**config.mk**
```make
export PLATFORM = sky130hd
export DESIGN_NAME = fdc_ctrl_regs
export DESIGN_NICKNAME = d
export VERILOG_FILES = /design/src/include/fdc_regs_pkg.sv /design/src/include/drive_decode_if.sv /design/src/drive_decode.sv /design/src/fdc_ctrl_regs.sv
export SDC_FILE = /design/constraint.sdc
export NUM_CORES = 1
export LEC_CHECK = 0
export ABC_CLOCK_PERIOD_IN_PS = 1710
export BUFFER_PORTS_ARGS = -buffer_cell sky130_fd_sc_hd__buf_4
export CELL_PAD_IN_SITES_DETAIL_PLACEMENT = 0
export CELL_PAD_IN_SITES_GLOBAL_PLACEMENT = 1
export CORE_UTILIZATION = 42
export CTS_BUF_LIST = sky130_fd_sc_hd__clkbuf_8
export DETAILED_ROUTE_END_ITERATION = 12
export PLACE_DENSITY = 0.9
export SLEW_MARGIN = 20
export SYNTH_ARGS = -nofsm -noshare
export SYNTH_HDL_FRONTEND = slang
export SYNTH_SLANG_ARGS = --single-unit
```
**constraint.sdc**
```tcl
create_clock -name clk -period 1.71 [get_ports clk]
set_clock_uncertainty 0.05 [all_clocks]
set_input_delay 0.342 -clock clk [delete_from_list [all_inputs] [get_ports clk]]
set_output_delay 0.342 -clock clk [all_outputs]
set_load 0.1 [all_outputs]
```
**src/include/fdc_regs_pkg.sv**
```systemverilog
// register map, field positions, reset values and timing counts of the
// floppy drive control register bank; assumes a 40 MHz core clock
`default_nettype none
package fdc_regs_pkg;
	localparam logic [2:0] OFS_DRIVE_OUT = 3'h2;
	localparam logic [2:0] OFS_TAPE = 3'h3;
	localparam logic [2:0] OFS_STATUS_RATE = 3'h4;
	localparam logic [2:0] OFS_DATA = 3'h5;
	localparam logic [2:0] OFS_INPUT_CONFIG = 3'h7;
	localparam int REG_W = 8;
	// drive output control fields
	localparam int DOC_DRV_LO = 0;
	localparam int DOC_RESET_N = 2;
	localparam int DOC_DMA_GATE = 3;
	localparam int DOC_MOTOR_LO = 4;
	localparam logic [7:0] DOC_RESET_VAL = 8'h00;
	// rate / precompensation select fields
	localparam int RPS_RATE_LO = 0;
	localparam int RPS_PRECOMP_LO = 2;
	localparam int RPS_RESERVED = 5;
	localparam int RPS_LOW_POWER = 6;
	localparam int RPS_SOFT_RESET = 7;
	localparam logic [7:0] RPS_RESET_VAL = 8'h02;
	localparam logic [1:0] RATE_RESET_VAL = 2'h2;
	localparam logic [1:0] TAPE_RESET_VAL = 2'h0;
	// media polarity positions in the boot config byte, and the disk change bit
	localparam int BPC_ID1_POL = 3;
	localparam int BPC_ID0_POL = 2;
	localparam int DISK_CHANGE_BIT = 7;
	// soft reset minimum width
	localparam int CLK_MHZ = 40;
	localparam int SOFT_RST_MIN_NS = 100;
	localparam int SOFT_RST_CYC = (SOFT_RST_MIN_NS * CLK_MHZ + 999) / 1000;
	localparam int PIN_W = 19;
endpackage
`default_nettype wire

```
**src/include/drive_decode_if.sv**
```systemverilog
// drive number / motor enables to select and motor lines
// assumes the register bank drives the control side
`default_nettype none
interface drive_decode_if;
	logic [1:0] drive_num;
	logic [3:0] motor_en;
	logic swap_drives;
	logic external_decode;
	logic [3:0] drive_select_n;
	logic [3:0] motor_on_n;
	modport ctrl (output drive_num, output motor_en, output swap_drives,
		output external_decode, input drive_select_n, input motor_on_n);
	modport decode (input drive_num, input motor_en, input swap_drives,
		input external_decode, output drive_select_n, output motor_on_n);
endinterface
`default_nettype wire

```
**src/drive_decode.sv**
```systemverilog
// select and motor line decode, internal four-drive or external 2-to-4
// assumes drive number and motor enables are registered by the register bank; swap and external decode come straight from its inputs
`default_nettype none
module drive_decode
	import fdc_regs_pkg::*;
(
	drive_decode_if.decode dd
);
	logic [1:0] num;
	always_comb begin
		num = dd.drive_num;
		// swapping exchanges drives 0 and 1 only
		if (dd.swap_drives && !dd.drive_num[1]) begin
			num = {1'b0, ~dd.drive_num[0]};
		end
		dd.drive_select_n = 4'hF;
		dd.motor_on_n = 4'hF;
		if (dd.external_decode) begin
			dd.drive_select_n[1:0] = num;
			dd.motor_on_n[0] = ~dd.motor_en[dd.drive_num];
		end else begin
			if (dd.motor_en[dd.drive_num]) begin
				dd.drive_select_n[num] = 1'b0;
			end
			dd.motor_on_n = ~dd.motor_en;
			if (dd.swap_drives) begin
				dd.motor_on_n[1:0] = {~dd.motor_en[0], ~dd.motor_en[1]};
			end
		end
	end
endmodule // drive_decode
`default_nettype wire

```
**src/fdc_ctrl_regs.sv**
```systemverilog
// floppy drive control register bank: host byte port, drive outputs,
// tape/media register, rate select and soft reset
// assumes the configuration block supplies enable, mode and config bytes
// Behaviour
// - all registers are eight bits wide
// - decode offsets 2,3,4,5,7; 0,1,6 unsupported
// - block silent until configuration enables it
// - status A/B blocked in configuration mode
// - drive output control zero on hardware reset
// - bits 1:0 pick at most one drive
// - bit 2 low holds core reset
// - soft reset stretched to 100ns minimum
// - bit 3 gates DMA and interrupt lines
// - bits 7:4 drive motor lines 0..3 in internal decode; external decode uses line 0 only
// - internal normal decode, select needs motor bit
// - internal swapped decode exchanges drives 0,1
// - external swapped decode exchanges codes 0,1
// - normal tape register: bits 1:0, rest floating
// - enhanced mode: media pins on bits 7:6
// - bits 5:4 show drive type pair
// - rate select write-only, hardware reset 02h
// - last rate write of either register wins
// - rate select bit 7 pulses core reset
`default_nettype none
module fdc_ctrl_regs
	import fdc_regs_pkg::*;
(
	input wire logic clk,
	input wire logic rstn,
	input wire logic cs_n,
	input wire logic ior_n,
	input wire logic iow_n,
	input wire logic [2:0] addr,
	input wire logic [7:0] host_data_in,
	output logic [7:0] host_data_out,
	output logic [7:0] host_data_oe_n,
	input wire logic block_enable,
	input wire logic config_mode,
	input wire logic enhanced_mode_two,
	input wire logic swap_drives,
	input wire logic external_decode,
	input wire logic [7:0] drive_type_config,
	input wire logic [7:0] boot_polarity_config,
	input wire logic [1:0] media_identity_in,
	input wire logic disk_change_n,
	input wire logic dma_acknowledge_n,
	input wire logic transfer_count_end,
	input wire logic [7:0] main_controller_status,
	input wire logic [7:0] command_data_rd,
	output logic [7:0] command_data_wr,
	output logic command_data_wr_pulse,
	output logic command_data_rd_pulse,
	input wire logic core_dma_request,
	input wire logic core_irq,
	output logic dma_request,
	output logic dma_request_oe_n,
	output logic irq,
	output logic irq_oe_n,
	output logic core_dma_acknowledge_n,
	output logic core_transfer_count_end,
	output logic core_soft_reset_n,
	output logic [1:0] rate_code,
	output logic [2:0] precomp_code,
	output logic low_power,
	output logic [1:0] tape_unit,
	output logic [3:0] drive_select_n,
	output logic [3:0] motor_on_n
);
	// ************************************************************
	// pin synchroniser, a change counts once stages two and three agree
	// ************************************************************
	logic [PIN_W-1:0] pin_raw;
	logic [PIN_W-1:0] s1_ff, s2_ff, s3_ff, pin_ff;
	logic [PIN_W-1:0] nxt_pin;
	assign pin_raw = {cs_n, ior_n, iow_n, addr, host_data_in, media_identity_in,
		disk_change_n, dma_acknowledge_n, transfer_count_end};
	always_comb begin
		for (int i = 0; i < PIN_W; i++) begin
			nxt_pin[i] = (s2_ff[i] == s3_ff[i]) ? s3_ff[i] : pin_ff[i];
		end
	end
	always_ff @(posedge clk) begin
		if (!rstn) begin
			s1_ff <= '1;
			s2_ff <= '1;
			s3_ff <= '1;
			pin_ff <= '1;
		end else begin
			s1_ff <= pin_raw;
			s2_ff <= s1_ff;
			s3_ff <= s2_ff;
			pin_ff <= nxt_pin;
		end
	end
	logic p_cs_n, p_ior_n, p_iow_n, p_dskchg_n, p_dack_n, p_tc;
	logic [2:0] p_addr;
	logic [7:0] p_data;
	logic [1:0] p_media;
	assign {p_cs_n, p_ior_n, p_iow_n, p_addr, p_data, p_media,
		p_dskchg_n, p_dack_n, p_tc} = pin_ff;

	// ************************************************************
	// strobe edges and address latch
	// ************************************************************
	logic ior_d_ff, iow_d_ff, nxt_ior_d, nxt_iow_d;
	logic sel_ff, nxt_sel;
	logic [2:0] addr_ff, nxt_addr;
	logic rd_lead, wr_lead, wr_trail;
	assign rd_lead = ior_d_ff & ~p_ior_n;
	assign wr_lead = iow_d_ff & ~p_iow_n;
	assign wr_trail = ~iow_d_ff & p_iow_n;
	always_comb begin
		nxt_ior_d = p_ior_n;
		nxt_iow_d = p_iow_n;
		nxt_sel = sel_ff;
		nxt_addr = addr_ff;
		if (rd_lead || wr_lead) begin
			nxt_sel = ~p_cs_n & block_enable;
			nxt_addr = p_addr;
		end
	end
	always_ff @(posedge clk) begin
		if (!rstn) begin
			ior_d_ff <= 1'b1;
			iow_d_ff <= 1'b1;
			sel_ff <= 1'b0;
			addr_ff <= 3'h0;
		end else begin
			ior_d_ff <= nxt_ior_d;
			iow_d_ff <= nxt_iow_d;
			sel_ff <= nxt_sel;
			addr_ff <= nxt_addr;
		end
	end
	logic wr_go;
	assign wr_go = wr_trail & sel_ff & block_enable;

	// ************************************************************
	// writable registers
	// ************************************************************
	logic [REG_W-1:0] doc_ff, nxt_doc;
	logic [REG_W-1:0] rps_ff, nxt_rps;
	logic [1:0] rate_ff, nxt_rate;
	logic [1:0] tape_ff, nxt_tape;
	logic rst_pulse;
	always_comb begin
		nxt_doc = doc_ff;
		nxt_rps = rps_ff;
		nxt_rate = rate_ff;
		nxt_tape = tape_ff;
		// soft reset bit of rate select clears itself after one cycle
		nxt_rps[RPS_SOFT_RESET] = 1'b0;
		// unsupported offsets fall through every branch
		if (wr_go && addr_ff == OFS_DRIVE_OUT) begin
			nxt_doc = p_data;
		end else if (wr_go && addr_ff == OFS_TAPE) begin
			nxt_tape = p_data[1:0];
		end else if (wr_go && addr_ff == OFS_STATUS_RATE) begin
			nxt_rps = p_data;
			nxt_rps[RPS_RESERVED] = 1'b0;
			nxt_rate = p_data[RPS_RATE_LO +: 2];
		end else if (wr_go && addr_ff == OFS_INPUT_CONFIG) begin
			nxt_rate = p_data[RPS_RATE_LO +: 2];
		end
	end
	always_ff @(posedge clk) begin
		if (!rstn) begin
			doc_ff <= DOC_RESET_VAL;
			rps_ff <= RPS_RESET_VAL;
			rate_ff <= RATE_RESET_VAL;
			tape_ff <= TAPE_RESET_VAL;
		end else begin
			doc_ff <= nxt_doc;
			rps_ff <= nxt_rps;
			rate_ff <= nxt_rate;
			tape_ff <= nxt_tape;
		end
	end
	assign rst_pulse = rps_ff[RPS_SOFT_RESET];
	assign rate_code = rate_ff;
	assign precomp_code = rps_ff[RPS_PRECOMP_LO +: 3];
	assign low_power = rps_ff[RPS_LOW_POWER];
	assign tape_unit = tape_ff;

	// ************************************************************
	// core soft reset, held for a minimum width
	// ************************************************************
	localparam logic [3:0] SRST_LOAD = 4'(SOFT_RST_CYC);
	logic [3:0] srst_cnt_ff, nxt_srst_cnt;
	logic srst_req;
	assign srst_req = ~doc_ff[DOC_RESET_N] | rst_pulse;
	always_comb begin
		nxt_srst_cnt = srst_cnt_ff;
		if (srst_req) begin
			nxt_srst_cnt = SRST_LOAD;
		end else if (srst_cnt_ff != 4'h0) begin
			nxt_srst_cnt = srst_cnt_ff - 4'h1;
		end
	end
	always_ff @(posedge clk) begin
		if (!rstn) begin
			srst_cnt_ff <= SRST_LOAD;
		end else begin
			srst_cnt_ff <= nxt_srst_cnt;
		end
	end
	// only the controller core is reset; the registers here keep values
	assign core_soft_reset_n = ~srst_req & (srst_cnt_ff == 4'h0);

	// ************************************************************
	// read path and data port strobes
	// ************************************************************
	logic [7:0] rdata_ff, nxt_rdata;
	logic [7:0] oe_n_ff, nxt_oe_n;
	logic [7:0] tape_rd;
	logic [1:0] media_rd;
	logic rd_act;
	always_comb begin
		media_rd[1] = p_media[1] ^ boot_polarity_config[BPC_ID1_POL];
		media_rd[0] = p_media[0] ^ boot_polarity_config[BPC_ID0_POL];
		tape_rd = {media_rd,
			drive_type_config[{doc_ff[DOC_DRV_LO +: 2], 1'b1}],
			drive_type_config[{doc_ff[DOC_DRV_LO +: 2], 1'b0}],
			boot_polarity_config[1:0],
			tape_ff};
	end
	assign rd_act = ~p_ior_n & ~ior_d_ff & sel_ff & block_enable;
	always_comb begin
		nxt_rdata = rdata_ff;
		nxt_oe_n = 8'hFF;
		// offsets 0 and 1 (status A/B) never answer, so config mode
		// blocks them as well
		if (!rd_act || config_mode && addr_ff[2:1] == 2'h0) begin
			nxt_oe_n = 8'hFF;
		end else if (addr_ff == OFS_DRIVE_OUT) begin
			nxt_rdata = doc_ff;
			nxt_oe_n = 8'h00;
		end else if (addr_ff == OFS_TAPE) begin
			nxt_rdata = tape_rd;
			nxt_oe_n = enhanced_mode_two ? 8'h00 : 8'hFC;
		end else if (addr_ff == OFS_STATUS_RATE) begin
			nxt_rdata = main_controller_status;
			nxt_oe_n = 8'h00;
		end else if (addr_ff == OFS_DATA) begin
			nxt_rdata = command_data_rd;
			nxt_oe_n = 8'h00;
		end else if (addr_ff == OFS_INPUT_CONFIG) begin
			nxt_rdata = {~p_dskchg_n, 7'h00};
			nxt_oe_n = 8'h7F;
		end
	end
	always_ff @(posedge clk) begin
		if (!rstn) begin
			rdata_ff <= 8'h00;
			oe_n_ff <= 8'hFF;
		end else begin
			rdata_ff <= nxt_rdata;
			oe_n_ff <= nxt_oe_n;
		end
	end
	assign host_data_out = rdata_ff;
	assign host_data_oe_n = oe_n_ff;

	logic [7:0] cmd_wr_ff, nxt_cmd_wr;
	logic cmd_wr_p_ff, nxt_cmd_wr_p, cmd_rd_p_ff, nxt_cmd_rd_p;
	always_comb begin
		nxt_cmd_wr = cmd_wr_ff;
		nxt_cmd_wr_p = wr_go && addr_ff == OFS_DATA;
		nxt_cmd_rd_p = 1'b0;
		if (nxt_cmd_wr_p) begin
			nxt_cmd_wr = p_data;
		end
		if (rd_lead && ~p_cs_n && block_enable && p_addr == OFS_DATA) begin
			nxt_cmd_rd_p = 1'b1;
		end
	end
	always_ff @(posedge clk) begin
		if (!rstn) begin
			cmd_wr_ff <= 8'h00;
			cmd_wr_p_ff <= 1'b0;
			cmd_rd_p_ff <= 1'b0;
		end else begin
			cmd_wr_ff <= nxt_cmd_wr;
			cmd_wr_p_ff <= nxt_cmd_wr_p;
			cmd_rd_p_ff <= nxt_cmd_rd_p;
		end
	end
	assign command_data_wr = cmd_wr_ff;
	assign command_data_wr_pulse = cmd_wr_p_ff;
	assign command_data_rd_pulse = cmd_rd_p_ff;

	// ************************************************************
	// DMA and interrupt gating
	// ************************************************************
	logic gate;
	assign gate = doc_ff[DOC_DMA_GATE];
	assign dma_request = core_dma_request;
	assign dma_request_oe_n = ~gate;
	assign irq = core_irq;
	assign irq_oe_n = ~gate;
	assign core_dma_acknowledge_n = p_dack_n | ~gate;
	assign core_transfer_count_end = p_tc & ~p_dack_n & gate;

	// ************************************************************
	// drive select and motor decode
	// ************************************************************
	drive_decode_if ddi ();
	assign ddi.drive_num = doc_ff[DOC_DRV_LO +: 2];
	assign ddi.motor_en = doc_ff[DOC_MOTOR_LO +: 4];
	assign ddi.swap_drives = swap_drives;
	assign ddi.external_decode = external_decode;
	drive_decode u_decode (
		.dd(ddi.decode)
	);
	assign drive_select_n = ddi.drive_select_n;
	assign motor_on_n = ddi.motor_on_n;
endmodule // fdc_ctrl_regs
`default_nettype wire

```
## Word-level counts from Yosys, hierarchy flattened

Cells that the tools add are included.

- Register bits after elaboration: 131
- Bits of input ports: 60
- Output and inout port bits: 49

- Add/subtract/negate cells: 1
- Bitwise operators: 37
- Magnitude comparators: 5
- Multiplexer cells: 29
- Equal/unequal tests: 25
- Reduce and logical (&&, ||, !) cells: 27

Operator list:

| kind | count |
|---|---|
| $mux 8 | 11 |
| $eq 1x1->1 | 19 |
| $not 1->1 | 19 |
| $and 1x1->1 | 12 |
| $eq 3x3->1 const B | 4 |
| $mux 2 | 6 |
| $logic_and 1x1->1 | 11 |
| $lt 3x4->1 const B | 2 |
| $not 4->4 | 2 |
| $bmux 1 s2 | 3 |
| $eq 3x2->1 const B | 2 |
| $lt 2x3->1 const B | 2 |
| $mux 1 | 6 |
| $reduce_and 3->1 | 2 |
| $reduce_bool 5->1 | 1 |
| $logic_not 4->1 | 1 |
| $mux 4 | 1 |
| $reduce_and 2->1 | 2 |
| $reduce_bool 4->1 | 1 |
| $reduce_or 2->1 | 2 |
| $reduce_or 4->1 | 1 |
| $sub 4x1->4 const B | 1 |
| $mux 3 | 1 |
| $demux 1 s2 | 1 |
| other kinds (7) | 11 |

## Longest topological paths before layout

- Depth in word-level cells: 10
- Gate-level depth with buffers: 7

## Cells and area by module

From an unflattened synthesis, not the netlist that was laid out.

- Cells, all modules: 460
- Area total of the unflattened synthesis: 4594.4 sq um

Modules (own cells, without submodules):

| module | area an instance (sq um) | cells each | times used |
|---|---|---|---|
| fdc_ctrl_regs | 4411.7 | 434 | 1 |
| drive_decode | 182.7 | 26 | 1 |

## Worst setup path after synthesis

OpenSTA, ideal clock, no wires.

- Kind: flip-flop to output port
- From: register srst_cnt_ff[0]
- To: output core_soft_reset_n
- Data arrival time: 3.157 ns
- Setup slack: -1.839 ns
- Path buffers: 0
- Cell stages (with the launch flop): 6
- Cells stage by stage: dfxtp_1 inv_1 ha_1 inv_1 or3_1 nor3b_1

- Word-level cells in the longest chain between the ends: 2

Ends and longest elaborated chain:

| item | RTL line | text |
|---|---|---|
| start, declared | fdc_ctrl_regs.sv:189 | `logic [3:0] srst_cnt_ff, nxt_srst_cnt;` |
| start signal, assigned | fdc_ctrl_regs.sv:204 | `srst_cnt_ff <= nxt_srst_cnt;` |
| $logic_not 4->1 | fdc_ctrl_regs.sv:208 | `assign core_soft_reset_n = ~srst_req & (srst_cnt_ff == 4'h0);` |
| $and 1x1->1 | fdc_ctrl_regs.sv:208 |  |
| end, declared | fdc_ctrl_regs.sv:61 | `output logic core_soft_reset_n,` |

No other way between the ends.

## Final worst setup path

- From: register srst_cnt_ff[1]
- To: output core_soft_reset_n

The elaborated chain is that of the path after synthesis.

==> run summary <==
The flow ran to the end, but the final reports show violations. The checks that failed: setup timing. The detailed-route wire length is 9.65 mm, and the static power due to leakage is 2.46 nW. For this block, the initial DRC count from the detailed router was 131. At the end of the flow the core is filled with cells to 58.0%. During synthesis, Yosys emitted a total of 0 warnings.

The signal on the critical path passes through inv_2 -> ha_4 -> inv_2 -> or3_4 -> nor3b_4 -> buf_12. The per-instance average area after synthesis was 10.2 um^2. The die is 107 um wide. In the synthesized netlist the async set-or-reset flop fraction comes to 0%.

The number of nets in the synthesized netlist is 520. At the worst endpoint, the required time is 1.32 ns. Entering global routing, the biggest net connects 24 pins. The via count of the first global-routing pass was 3410; the buffer and inverter count on the worst path was 3. Kind of start point of the critical path: a register.

In the routed layout, each cell is associated on average with a via count of 4.83. The actual transition at the worst max-transition pin was 0.505 ns. Slowest cell on the critical path: or3_4. For this run, the slowest stage of the critical path takes 0.38 ns. Master cell of the clock root buffer: clkbuf_8. Compared with the post-synthesis result, the final layout area differs by 34.9%.

Global route total overflow: 0. Row generation in the floorplan step produced 38 rows. The top fanout value on the critical path was 2; the number of antenna violations at the first check in global routing was 0. In the synthesized netlist the dominant register cell turns out to be dfxtp_1. The congestion estimate from routability-driven global placement came to 0.730. The critical path capture point type was a primary output.

The die covers 11500 um^2. For this design the ratio of total power to cell area is 946 nW/um^2. The detail-routed net length per standard cell works out to 13.3 um.

The run gives 17.7% as the overall fraction of global-route tracks in use. The headroom to the max-slew limit was 66.3%. Excluding fillers, the count of instances in the completed layout stands at 725. After detailed placement, the design holds a cell count of 686. The run gives 4 as the total of endpoints with negative setup slack in the final report. The starting density of the core was 43.0%. The total area inside the core boundary comes to 10800 um^2. The number of max-slew violations in the final report came out at 0. The final critical delay including setup and external delays was 2.20 ns. Among cell families on the critical path, the largest total delay comes from simple AND/OR/NAND/NOR gates. The number of iterations in the first detailed-routing pass came out at 7. Based on the critical path, the design can be clocked at up to 0.454 GHz.

The number of register bits inferred by synthesis works out to 124. Class of the most critical setup path: reg2out. For the worst setup path, the data arrival time is 1.81 ns. The logs give 15.8 mm for the wire length of the first global-routing pass and 633 for the final net count. Synthesis handed over a netlist of 459 instances.

The fraction of layout instances using a drive strength above 1 was 34.2%; the number of buffers created by CTS was 17. Summed over all nets, the half-perimeter wirelength after detailed placement is 6.93 mm. Clock-pin slew reported for the worst setup and hold paths after clock tree synthesis: 0.07 ns. In this run the vertical extent of the chip is 107 um.

The antenna diode count came out at 0. For this design the top-level I/O count stands at 109. Counting every sink on the clock net gives 124. The library cells used most frequently in the layout, excluding fill and tap cells, are dfxtp_1, buf_4, nand2b_1. At the later pin of the worst-skew pair, clock insertion delay measures 0.42 ns.

For the filler cell count, the log shows 910. The run gives -0.492 ns as the final critical-path setup slack. Setup repair after global routing could not meet its margin everywhere. Most numerous cell on the critical path: inv_2. The post-synthesis cell area came out at 4660 um^2. The worst hold path class was in2reg. TritonCTS built the clock tree.

The number of endpoints with negative hold slack in the final report came out at 0. Across the run, the number of max-cap violations was 0. The maximum count of clock buffers along a single path is 2, and the count of different cell masters after synthesis is 46. The routed layout has 3505 vias.

The tools report the number of nets still failing antenna checks after routing as 0. In this run, synthesis inferred 0 flip-flops with an integrated enable. The H-tree was split into 4 levels.

The part of the cycle the worst path needs came out at 129%. Post-synthesis sequential area ratio: 53.2%. In the routed design, unresolved DRC markers number 0. VDD sags by at most 0.542 mV. After layout, the design draws a total of 5.95 mW.

The count of buffers added on input and output ports is 99.
final timing paths:
kind,from,endpoint,slack [ns],cells after the start
worst max-delay path,srst_cnt_ff[1]$_SDFFE_PP0N_,core_soft_reset_n,-0.49,6
worst min-delay path,host_data_in[6],s1_ff[11]$_SDFF_PN1_,0.05,2
worst max register to register,doc_ff[0]$_SDFFE_PN0N_,host_data_out[5]$_SDFFE_PN0P_,0.12,5
worst min register to register,s1_ff[9]$_SDFF_PN1_,s2_ff[9]$_SDFF_PN1_,0.35,1
flip-flops by register name, indices dropped and copies added (netlist names):
| register | cells |
|---|---|
| command_data_rd_pulse | 1 |
| s2_ff | 19 |
| pin_ff | 19 |
| srst_cnt_ff | 4 |
| rate_code | 2 |
| iow_d_ff | 1 |
| command_data_wr | 8 |
| sel_ff | 1 |
| doc_ff | 8 |
| ior_d_ff | 1 |
| s1_ff | 19 |
| addr_ff | 3 |
| tape_unit | 2 |
| command_data_wr_pulse | 1 |
| host_data_out | 8 |
| rps_ff | 5 |
| s3_ff | 19 |
| host_data_oe_n | 3 |
report_power, final:
group,switching (mW),internal [mW]
Combinational,0.112,0.151
Sequential,0.0240,2.94
Clock,1.07,1.65
metal layers:
layer | routed length (um) | up-vias | share of wire [%] | GRT usage (%)
li1 | - | 1765 | - | -
met1 | 4130 | 1621 | 43 | 20.7
met2 | 4740 | 101 | 49 | 30.4
met3 | 561 | 18 | 5.8 | 4.72
met4 | 217 | 0 | 2.2 | 7.83
met5 | 0 | - | 0 | 0
worst reg2reg max path: stages, from the launching register on:
cell       delay, ns
dfxtp_2         0.35
buf_6           0.14
buf_6           0.12
mux4_2          0.49
o2111ai_1       0.20
o21ai_0         0.12
cells in the mapped netlist, drive strengths merged (2+ instances only):
cell type	count	area share, %
a21boi	11	1.8
a21oi	26	2.8
a31oi	3	0.40
buf	20	3.3
clkbuf	15	1.2
dfxtp	124	53
inv	10	0.81
mux2i	31	6.7
mux4	3	1.4
nand2	24	1.9
nand2b	67	9.2
nand3	3	0.32
nand3b	3	0.56
nor2	32	2.6
nor2b	19	2.5
nor3	4	1.0
nor3b	2	0.32
o211a	5	1.2
o211ai	4	0.64
o21ai	25	2.7
o221ai	4	0.75
o22ai	3	0.40
or3	3	0.40
xnor2	2	0.38
xor2	2	0.38
cells by family (layout without fill, tap and decap cells):
| kind of cell | Yosys count | after routing | synth area share [%] |
|---|---|---|---|
| AOI/OAI and AO/OA | 87 | 87 | 11.8 |
| adders and majority gates | 1 | 1 | 0.268 |
| muxes | 34 | 34 | 8.11 |
| buffers and inverters | 45 | 171 | 5.34 |
| xor gates and xnor gates | 4 | 4 | 0.752 |
| and+or+nand+nor | 164 | 164 | 20.5 |
| DFF | 124 | 124 | 53.2 |
final cells by class:
class                      count  area (um^2)  area share (%)
sequential                   124         2500            39.7
multi-input combinational    290         2060            32.7
timing repair buffer         129         1080            17.2
clock buffer                  19          262            4.16
tap                          140          175            2.79
clock inverter                13          174            2.77
inverter                      10         41.3           0.657
repair_timing:
action / CTS / global route
setup endpoints to repair: 11 / 8
pin swaps: 7 / 3
hold buffers: 0 / 0
endpoints found under the hold margin: 0 / 0
gates resized for setup: 40 / 1
setup buffers: 6 / 1
through the flow:
step | setup TNS [ns] | area, um^2 | worst slack [ns] | hold slack [ns]
2_1_floorplan | -0.734 | 4790 | -0.462 | 0.336
3_3_place_gp | -0.0658 | 5650 | -0.0658 | 0.341
3_5_place_dp | -0.113 | 5650 | -0.113 | 0.342
4_1_cts | -1.28 | 6280 | -0.514 | 0.0241
5_1_grt | -1.54 | 6290 | -0.569 | 0.0303
6_report | -1.11 | 6290 | -0.492 | 0.0497
(Power assumes the default switching activity.)
